File: src/pkg/mem_decode_map.svh
`ifndef MEM_DECODE_MAP_SVH
`define MEM_DECODE_MAP_SVH
`define PC_WIDTH 13
`define INSN_WIDTH 14
`define PROG_IMPL_WIDTH 10
`define PROG_IMPL_LAST 13'h03FF
`define RESET_VECTOR 13'h0000
`define IRQ_VECTOR 13'h0004
`define DATA_WIDTH 8
`define OPERAND_WIDTH 7
`define DADDR_WIDTH 8
`define SFR_LAST 7'h1F
`define GPR_FIRST 7'h20
`define GPR_LAST 7'h5F
`define GPR_DEPTH 64
`define GPR_IDX_WIDTH 6
`define BANK_BIT_POS 5
`define STATUS_RESET 8'h18
`endif

File: src/pkg/mem_decode_pkg.sv
package mem_decode_pkg;
	typedef enum logic [1:0] {
		REGION_SFR = 2'b00,
		REGION_GPR = 2'b01,
		REGION_NONE = 2'b10
	} region_t;

	typedef struct packed {
		logic valid;
		logic indirect;
		logic [6:0] operand;
		logic [7:0] pointer;
		logic wr;
		logic [7:0] wdata;
	} data_req_t;

	typedef struct packed {
		logic [7:0] addr;
		logic [1:0] region;
	} data_dec_t;
endpackage : mem_decode_pkg

File: src/rtl/gpr_ram.sv
`timescale 1ns/10ps
`include "mem_decode_map.svh"
module gpr_ram (
	input wire logic clk_sys_i,
	input wire logic we_i,
	input wire logic [`GPR_IDX_WIDTH-1:0] idx_i,
	input wire logic [`DATA_WIDTH-1:0] wdata_i,
	output logic [`DATA_WIDTH-1:0] rdata_o
);
	logic [`DATA_WIDTH-1:0] mem [0:`GPR_DEPTH-1];

	always_ff @(posedge clk_sys_i) begin
		if (we_i) begin
			mem[idx_i] <= wdata_i;
		end
	end

	always_comb begin
		rdata_o = mem[idx_i];
	end
endmodule : gpr_ram

File: src/rtl/memory_map_bank_decoder.sv
`timescale 1ns/10ps
`include "mem_decode_map.svh"
module memory_map_bank_decoder (
	input wire logic clk_sys_i,
	input wire logic rst_n_i,
	input wire logic pc_load_i,
	input wire logic [`PC_WIDTH-1:0] pc_load_val_i,
	input wire logic pc_inc_i,
	input wire logic irq_take_i,
	input wire logic status_wr_i,
	input wire logic [`DATA_WIDTH-1:0] status_wdata_i,
	input wire mem_decode_pkg::data_req_t req_i,
	input wire logic [`DATA_WIDTH-1:0] sfr_rdata_i,
	output logic [`PC_WIDTH-1:0] pc_o,
	output logic [`PROG_IMPL_WIDTH-1:0] prog_addr_o,
	output logic [`DATA_WIDTH-1:0] status_o,
	output logic sfr_sel_o,
	output logic [`DATA_WIDTH-1:0] sfr_addr_o,
	output logic [`DATA_WIDTH-1:0] rdata_o,
	output logic rvalid_o
);
	import mem_decode_pkg::*;

	logic [`PC_WIDTH-1:0] pc_r;
	logic [`DATA_WIDTH-1:0] status_r;
	logic [`DATA_WIDTH-1:0] rdata_r;
	logic rvalid_r;
	logic sfr_sel_r;
	logic [`DATA_WIDTH-1:0] sfr_addr_r;
	logic region_sfr_r;
	logic [`DATA_WIDTH-1:0] ram_rdata;
	logic ram_we;
	data_dec_t dec;

	function automatic logic [1:0] classify(input logic [6:0] low);
		if (low <= `SFR_LAST) begin
			classify = REGION_SFR;
		end else if (low >= `GPR_FIRST && low <= `GPR_LAST) begin
			classify = REGION_GPR;
		end else begin
			classify = REGION_NONE;
		end
	endfunction : classify

	always_comb begin
		dec.addr = req_i.pointer;
		if (!req_i.indirect) begin
			dec.addr = {status_r[`BANK_BIT_POS], req_i.operand};
		end
		dec.region = classify(dec.addr[6:0]);
	end

	assign ram_we = req_i.valid && req_i.wr && (dec.region == REGION_GPR);

	gpr_ram u_gpr (
		.clk_sys_i(clk_sys_i),
		.we_i(ram_we),
		.idx_i(`GPR_IDX_WIDTH'(dec.addr[6:0] - `GPR_FIRST)),
		.wdata_i(req_i.wdata),
		.rdata_o(ram_rdata)
	);

	always_ff @(posedge clk_sys_i) begin
		if (!rst_n_i) begin
			pc_r <= `RESET_VECTOR;
		end else if (irq_take_i) begin
			pc_r <= `IRQ_VECTOR;
		end else if (pc_load_i) begin
			pc_r <= pc_load_val_i;
		end else if (pc_inc_i) begin
			pc_r <= pc_r + `PC_WIDTH'(1);
		end
	end

	assign pc_o = pc_r;
	assign prog_addr_o = pc_r[`PROG_IMPL_WIDTH-1:0];

	// Status register; bits 7:6 forced to zero as reserved
	always_ff @(posedge clk_sys_i) begin
		if (!rst_n_i) begin
			status_r <= `STATUS_RESET;
		end else if (status_wr_i) begin
			status_r <= {2'b00, status_wdata_i[5:0]};
		end
	end

	assign status_o = status_r;

	always_ff @(posedge clk_sys_i) begin
		if (!rst_n_i) begin
			sfr_sel_r <= 1'b0;
			sfr_addr_r <= 8'h00;
			region_sfr_r <= 1'b0;
			rvalid_r <= 1'b0;
		end else begin
			sfr_sel_r <= req_i.valid && (dec.region == REGION_SFR);
			sfr_addr_r <= dec.addr;
			region_sfr_r <= dec.region == REGION_SFR;
			rvalid_r <= req_i.valid && !req_i.wr;
		end
	end

	assign sfr_sel_o = sfr_sel_r;
	assign sfr_addr_o = sfr_addr_r;
	assign rvalid_o = rvalid_r;

	// RAM and unimplemented read data registered one cycle after request; special register reads bypass this register
	always_ff @(posedge clk_sys_i) begin
		if (!rst_n_i) begin
			rdata_r <= 8'h00;
		end else if (req_i.valid && !req_i.wr) begin
			case (dec.region)
				REGION_GPR: rdata_r <= ram_rdata;
				REGION_NONE: rdata_r <= 8'h00;
				default: rdata_r <= 8'h00;
			endcase
		end
	end

	// Special registers come back from the core unregistered, in the same cycle that sfr_sel_o is high
	always_comb begin
		rdata_o = region_sfr_r ? sfr_rdata_i : rdata_r;
	end

	AST_RESET_VEC: assert property (@(posedge clk_sys_i)
		!rst_n_i |=> pc_o == `RESET_VECTOR)
		else $error("pc not zero after reset");

	AST_STATUS_RST: assert property (@(posedge clk_sys_i)
		!rst_n_i |=> status_o == `STATUS_RESET)
		else $error("status not at reset value");

	AST_IRQ_VEC: assert property (@(posedge clk_sys_i) disable iff (!rst_n_i)
		irq_take_i |=> pc_o == `IRQ_VECTOR)
		else $error("pc not at interrupt vector");

	AST_WRAP: assert property (@(posedge clk_sys_i) disable iff (!rst_n_i)
		pc_load_i && !irq_take_i |=>
		{3'b000, prog_addr_o} == ($past(pc_load_val_i) & `PROG_IMPL_LAST))
		else $error("program address not wrapped");

	AST_PC_INC: assert property (@(posedge clk_sys_i) disable iff (!rst_n_i)
		pc_inc_i && !pc_load_i && !irq_take_i |=> pc_o == $past(pc_o) + 13'h0001)
		else $error("pc increment wrong");

	AST_UNIMP_ZERO: assert property (@(posedge clk_sys_i) disable iff (!rst_n_i)
		req_i.valid && !req_i.wr && dec.region == REGION_NONE |=> rdata_o == 8'h00)
		else $error("unimplemented read not zero");

	AST_DIRECT_BANK: assert property (@(posedge clk_sys_i) disable iff (!rst_n_i)
		req_i.valid && !req_i.indirect && status_o[`BANK_BIT_POS] |=> sfr_addr_o[7])
		else $error("direct address bank bit wrong");

	AST_DIRECT_BANK0: assert property (@(posedge clk_sys_i) disable iff (!rst_n_i)
		req_i.valid && !req_i.indirect && !status_o[`BANK_BIT_POS] |=> !sfr_addr_o[7])
		else $error("direct address bank bit set in bank zero");

	AST_DIRECT_OP: assert property (@(posedge clk_sys_i) disable iff (!rst_n_i)
		req_i.valid && !req_i.indirect |=> sfr_addr_o[6:0] == $past(req_i.operand))
		else $error("direct address operand wrong");

	AST_IND_ADDR: assert property (@(posedge clk_sys_i) disable iff (!rst_n_i)
		req_i.valid && req_i.indirect |=> sfr_addr_o == $past(req_i.pointer))
		else $error("indirect address wrong");

	AST_SFR_SEL: assert property (@(posedge clk_sys_i) disable iff (!rst_n_i)
		req_i.valid && dec.addr[6:0] <= `SFR_LAST |=> sfr_sel_o)
		else $error("special register not selected");

	AST_GPR_NOSFR: assert property (@(posedge clk_sys_i) disable iff (!rst_n_i)
		req_i.valid && dec.region == REGION_GPR |=> !sfr_sel_o)
		else $error("ram access selected special register");

	AST_RESERVED: assert property (@(posedge clk_sys_i) disable iff (!rst_n_i)
		status_wr_i |=> status_o[7:6] == 2'b00)
		else $error("reserved status bits set");

	AST_RVALID: assert property (@(posedge clk_sys_i) disable iff (!rst_n_i)
		req_i.valid && !req_i.wr |=> rvalid_o)
		else $error("read not answered");

	AST_NO_RVALID: assert property (@(posedge clk_sys_i) disable iff (!rst_n_i)
		!(req_i.valid && !req_i.wr) |=> !rvalid_o)
		else $error("read valid without a read");
endmodule : memory_map_bank_decoder

File: config.mk
export PLATFORM = sky130hd
export DESIGN_NAME = memory_map_bank_decoder
export DESIGN_NICKNAME = d
export VERILOG_FILES = /design/src/pkg/mem_decode_pkg.sv /design/src/rtl/gpr_ram.sv /design/src/rtl/memory_map_bank_decoder.sv
export VERILOG_INCLUDE_DIRS = /design/src /design/src/pkg
export SDC_FILE = /design/constraint.sdc
export NUM_CORES = 1
export LEC_CHECK = 0
export ABC_AREA = 1
export BUFFER_PORTS_ARGS = -buffer_cell sky130_fd_sc_hd__buf_2
export CAP_MARGIN = 25
export CORE_MARGIN = 4
export CORE_UTILIZATION = 61
export DETAILED_ROUTE_END_ITERATION = 12
export HOLD_SLACK_MARGIN = 0.02
export PLACE_DENSITY = 0.79
export SLEW_MARGIN = 20
export SYNTH_ARGS = -nofsm -noshare
export SYNTH_HDL_FRONTEND = slang
export SYNTH_SLANG_ARGS = --single-unit
export TNS_END_PERCENT = 1
File: constraint.sdc
create_clock -name clk_sys_i -period 2.5 [get_ports clk_sys_i]
set_input_delay 0.125 -clock clk_sys_i [delete_from_list [all_inputs] [get_ports clk_sys_i]]
set_output_delay 0.125 -clock clk_sys_i [all_outputs]
set_load 0.1 [all_outputs]
## Word-level counts from Yosys, hierarchy flattened

Memories as Yosys holds them, arrays and structs flattened.
Cells that the tools add are included.

| storage, ports and cells | value |
|---|---|
| memories kept | 1 |
| ROM bits | 0 |
| flip-flop bits (word level) | 38 |
| word-level logic and storage cells | 36 |
| bits in latches | 0 |
| memory bits (writable) | 512 |

Memories:

| name | words | width | rd ports | clocked after Yosys merged registers in | wr ports | line | RTL |
|---|---|---|---|---|---|---|---|
| u_gpr.mem | 64 | 8 | 1 | 0 | 1 | gpr_ram.sv:10 | `` logic [`DATA_WIDTH-1:0] mem [0:`GPR_DEPTH-1]; `` |

| cells by class | value |
|---|---|
| muxes and demuxes | 10 |
| multipliers | 0 |
| $lt $le $gt $ge | 3 |
| div/mod/pow operators | 0 |
| bitwise operators | 1 |
| shift-type cells | 0 |
| reduce and logical (&&, ||, !) cells | 10 |
| add/sub/neg operators | 2 |
| equal/unequal tests | 1 |

Operator list:

| operator | count |
|---|---|
| $mux 13 | 2 |
| $mux 8 | 3 |
| $add 13x1->13 const B | 1 |
| $ge 7x6->1 const B | 1 |
| $le 7x5->1 const B | 1 |
| $le 7x7->1 const B | 1 |
| $sub 6x6->6 const B | 1 |
| $logic_and 1x1->1 | 5 |
| $mux 2 | 2 |
| $mux 3 | 1 |
| $reduce_bool 3->1 | 1 |
| $eq 2x1->1 const B | 1 |
| $logic_not 2->1 | 1 |
| $mux 1 | 2 |
| $reduce_bool 2->1 | 1 |
| $reduce_or 2->1 | 1 |
| $logic_not 1->1 | 1 |
| $not 1->1 | 1 |

## Depth between registers and ports, before layout

| logic depth | value |
|---|---|
| depth in word-level cells | 9 |
| mapped depth | 16 |
| depth with buffers taken out | 14 |

## Hierarchy

From an unflattened synthesis, not the netlist that was laid out.

| second synthesis, totals | value |
|---|---|
| cells, all modules | 2,419 |
| area, all modules | 23,880.4 µm² |

Modules (own cells, without submodules):

| module | times used | area an instance (µm²) | cells each |
|---|---|---|---|
| gpr_ram | 1 | 21,884.7 | 2,159 |
| memory_map_bank_decoder | 1 | 1,995.7 | 260 |

## Worst setup path before layout

No wires, ideal clock.

| path | value |
|---|---|
| path kind | register to register |
| start point | reg pc_r[0] (netlist: pc_o[0]) |
| end point | reg pc_r[12] (netlist: pc_o[12]) |
| path slack | 0.135 ns |
| arrival time | 2.242 ns |
| setup time | 0.123 ns |
| cell stages (with the launch flop) | 10 |
| period minus slack after synthesis | 2.365 ns |
| path buffers | 0 |
| data required time | 2.377 ns |
| path through | dfxtp_1 > ha_1 > nand3_1 > nor3_1 > nand4_1 > nor2_1 > nand2_1 > xnor2_1 > nand2_1 > a21oi_1 |

| on the way | value |
|---|---|
| cells in the longest elaborated chain, start to end | 3 |

Ends and longest elaborated chain:

| item | line | RTL |
|---|---|---|
| start: declaration | memory_map_bank_decoder.sv:24 | `` logic [`PC_WIDTH-1:0] pc_r; `` |
| start signal: assignment | memory_map_bank_decoder.sv:65 | `` pc_r <= `RESET_VECTOR; `` |
| start signal: assignment | memory_map_bank_decoder.sv:67 | `` pc_r <= `IRQ_VECTOR; `` |
| start signal: assignment | memory_map_bank_decoder.sv:69 | `pc_r <= pc_load_val_i;` |
| $add 13x1->13 | memory_map_bank_decoder.sv:71 | `` pc_r <= pc_r + `PC_WIDTH'(1); `` |
| $mux 13 | memory_map_bank_decoder.sv:70 | `end else if (pc_inc_i) begin` |
| $mux 13 | memory_map_bank_decoder.sv:68 | `end else if (pc_load_i) begin` |

No other way between the ends. The select of a mux whose other input is x is not followed.
A chain may end at the register's enable or synchronous reset.

## Final worst setup path

| path | value |
|---|---|
| start point | in req_i[23] in the netlist's numbering |
| end point | mem u_gpr.mem[2][2] in the netlist's numbering (enable) |

| on the way | value |
|---|---|
| cells in the longest elaborated chain, start to end | 9 |
| elaborated cells between the ends (all ways) | 11 |
| those cells by class | order compare (3); eq/ne (1); mux (5); reduce/logical (2) |

Ends and longest elaborated chain:

| item | line | RTL |
|---|---|---|
| start: declaration | memory_map_bank_decoder.sv:12 | `input wire mem_decode_pkg::data_req_t req_i,` |
| $mux 8 * | memory_map_bank_decoder.sv:47 | `if (!req_i.indirect) begin` |
| $ge 7x6->1 (no source line) / $le 7x7->1 (equally long branches) | - |  |
| $logic_and 1x1->1 (no source line) | - |  |
| $mux 2 | memory_map_bank_decoder.sv:38 | `` end else if (low >= `GPR_FIRST && low <= `GPR_LAST) begin `` |
| $mux 2 * | memory_map_bank_decoder.sv:36 | `` if (low <= `SFR_LAST) begin `` |
| $eq 2x1->1 * | memory_map_bank_decoder.sv:53 | `assign ram_we = req_i.valid && req_i.wr && (dec.region == REGION_GPR);` |
| $logic_and 1x1->1 * | memory_map_bank_decoder.sv:53 |  |
| $mux 1 * | gpr_ram.sv:13 | `if (we_i) begin` |
| $mux 1 (not written as such) * | gpr_ram.sv:14 | `mem[idx_i] <= wdata_i;` |
| end: declaration | gpr_ram.sv:10 |  |

Every way passes the cells marked *; elsewhere a longest branch is shown, timed or not.

==> flow_summary.json <==
{
  "outcome": "complete, no violations",
  "final_util": 0.733,
  "finish.instance_area_um2": 27900,
  "drt_iter0_drc": 2083,
  "vias": 17200,
  "cp_slowest_cell": "dlygate4sd3_1",
  "dp_hpwl_mm": 37.3,
  "htreeDepth": 2,
  "worstPathArrival_ns": 2.75,
  "numClockSinks": 550,
  "gp_congestion": 0.928,
  "clockRootBuffer": "clkbuf_16",
  "combPwrFrac": 0.104,
  "fmax_mhz": 411,
  "setup.worst_path.end_class": "flop",
  "p_int_mw": 15.5,
  "syn_avg_cell_area_um2": 10.3,
  "grt_pass1_wl_mm": 92.0,
  "p_clk_frac": 0.401,
  "synth_seq_cells": 550,
  "clockBufferDepth": 3,
  "setup_viol": 0,
  "syn-cell-area_um2": 23700,
  "fp.coreArea_um2": 38000,
  "slowest_delay_ns": 0.60,
  "switching_share": 0.243,
  "yosysSeqAreaShare": 0.680,
  "crit_chain": "dlygate4sd3_1 > buf_2 > mux2i_1 > dlygate4sd3_1 > nand2_2 > nand3_2 > nor2_8 > buf_12 > nand3_4 > nor2_1 > buf_4",
  "crit_path_frequent_cell": "dlygate4sd3_1",
  "dieArea_um2": 42100,
  "yosys_warnings": 0,
  "min_path_type": "in2reg",
  "worst-path-max-fanout": 8,
  "rsz0062_at_grt": "no",
  "start_util": 0.624,
  "path_clk_slew_ns": 0.06,
  "power_density_nw_per_um2": 736,
  "synth_cell_types": 42,
  "antenna_left": 0,
  "area_delta_synth_final_pct": 17.5,
  "most-common-layout-cells": "nand2_1 (894), edfxtp_1 (512), inv_1 (254), nand3_1 (154), nor2_1 (138)",
  "dp.cells": 2921,
  "numCtsBuffers": 53,
  "grt_max_degree": 70,
  "wire_per_inst_um": 19.8,
  "pin_count": 110,
  "stdcell_count": 3077,
  "fin_hold_ws_ns": 0.0568,
  "start_kind": "input pin",
  "required_ns": 2.82,
  "fp.dieW_um": 205,
  "leakage_nw": 11.6,
  "hold_viol": 0,
  "mostFrequentLayoutCell": "nand2_1",
  "fp.dieH_um": 205,
  "clk_latency_ns": 0.61,
  "cts_tree": "done",
  "p_seq_frac": 0.495,
  "antenna_found_initial": 0,
  "worst_slew_pin_slew_ns": 0.926,
  "final_layout_size_suffix_gt1_frac": 0.138,
  "drt_pass1_iterations": 6,
  "p_switching_mw": 4.98,
  "slew_headroom": 0.383,
  "finalCritPeriodShare": 0.972,
  "criticalPathCategory": "in2reg",
  "avgViaCountPerCell": 5.59,
  "tns_ns": 0,
  "drv_cap": 0,
  "grt_pass1_vias": 16600,
  "nNetsFinal": 2583,
  "num_antenna_cells": 0,
  "grt_use_total": 0.288,
  "synth_cells": 2299,
  "grt_remaining_overflow": 0,
  "placed_area_um2": 25500,
  "skew_ns": 0.0187,
  "drcViolationCount": 0,
  "maxSlewViolCount": 0,
  "vdd_ir_drop_max_v": 0.000486,
  "port_buffers": 105,
  "rows": 71,
  "min_period_ns": 2.43,
  "fillers": 2404,
  "wl_mm": 60.9
}
final timing paths:
path,from,end,cells past startpoint,slack (ns)
hold / removal,req_i[0],u_gpr.mem[7][0],1,0.06
setup / recovery,req_i[23],u_gpr.mem[2][2],11,0.07
hold reg to reg,rdata_r[4],rdata_r[4],2,0.48
setup reg to reg,pc_o[1],pc_o[12],10,0.23
sequential cells by signal, summed over array words and instances, names as in the netlist:
signal and count:
u_gpr.mem 512, pc_o 13, rdata_r 8, sfr_addr_o 8, status_o 6, region_sfr_r 1
rvalid_o 1, sfr_sel_o 1
cells by family after synthesis:
logic type	synth area share
AOI/OAI and AO/OA	0.0224
DFF	0.680
other	0.000158
muxes	0.00422
xor gates and xnor gates	0.00369
and+or+nand+nor	0.222
buffers and inverters	0.0674
adders and majority gates	0.000527
critical path: cells and delay by family:
kind / cells / cell delay [ns]
buffers and inverters: 5 / 1.63
multiplexers: 1 / 0.09
AND/OR/NAND/NOR: 5 / 0.88
cell usage after synthesis:
cell	number	share of area
nor2_1	143	0.023
edfxtp_1	512	0.65
a21oi_1	26	0.0055
a22oi_1	1	0.00032
nand2_1	895	0.14
a21oi_2	1	0.00037
nand4_1	31	0.0082
conb_1	1	0.00016
nor3_4	7	0.0048
xnor2_1	4	0.0015
o21ai_4	1	0.00069
clkbuf_1	19	0.0030
buf_6	3	0.0014
o21ai_0	49	0.010
clkinv_1	1	0.00016
or2_2	1	0.00026
nand3_1	154	0.032
nor3_2	1	0.00042
a31oi_1	3	0.00079
nor3_1	2	0.00042
nand3_2	1	0.00042
nand3b_1	1	0.00032
mux2_2	8	0.0038
nand2_4	3	0.0014
or2_1	1	0.00026
mux2i_1	1	0.00042
ha_1	1	0.00053
a2111oi_0	1	0.00037
inv_4	2	0.00053
o21ai_1	19	0.0040
buf_2	53	0.011
and2_1	2	0.00053
xor2_1	6	0.0022
buf_1	4	0.00063
inv_2	5	0.00079
nand3_4	8	0.0059
inv_1	254	0.040
dfxtp_1	38	0.032
nor4_1	1	0.00026
nand2_2	4	0.0011
buf_4	30	0.0095
nor2_8	1	0.00084
layer usage:
metal,track usage,vias to the layer above,wire length [um]
li1,-,7921,-
met2,0.476,1059,28900
met1,0.376,8032,22900
met5,0,-,0
met4,0.118,0,2610
met3,0.0621,192,6530
timing repair:
action / CTS / global route
setup endpoints to repair: 0 / 39
hold buffers: 55 / 0
endpoints found under the hold margin: 26 / 0
resized for setup: 0 / 3
setup buffers: 0 / 1
metrics by stage:
stage,total power [mW],worst slack [ns]
floorplan,11.6,0.135
global placement,12.3,0.190
detailed placement,12.4,0.111
CTS,20.5,0.101
global route,21.1,0.0152
finish,20.5,0.0690
power by group through the flow:
stage,clock network (mW),registers [mW],logic (mW)
2_1_floorplan,0,10.5,1.11
4_1_cts,8.29,10.2,2.10
3_5_place_dp,0,10.3,2.01
3_3_place_gp,0,10.3,1.97
5_1_grt,8.68,10.2,2.27
6_report,8.22,10.2,2.14
layout make-up:
class                           instances  area [um^2]  share of cell area
Clock buffer                           66         1420              0.0508
Clock inverter                         34          393              0.0141
Inverter                              262          988              0.0355
Multi-Input combinational cell       1379         6070               0.218
Sequential cell                       550        16100               0.579
Tap cell                              511          639              0.0229
Timing Repair Buffer                  275         2240              0.0803
Power figures use the tool's default switching activity.
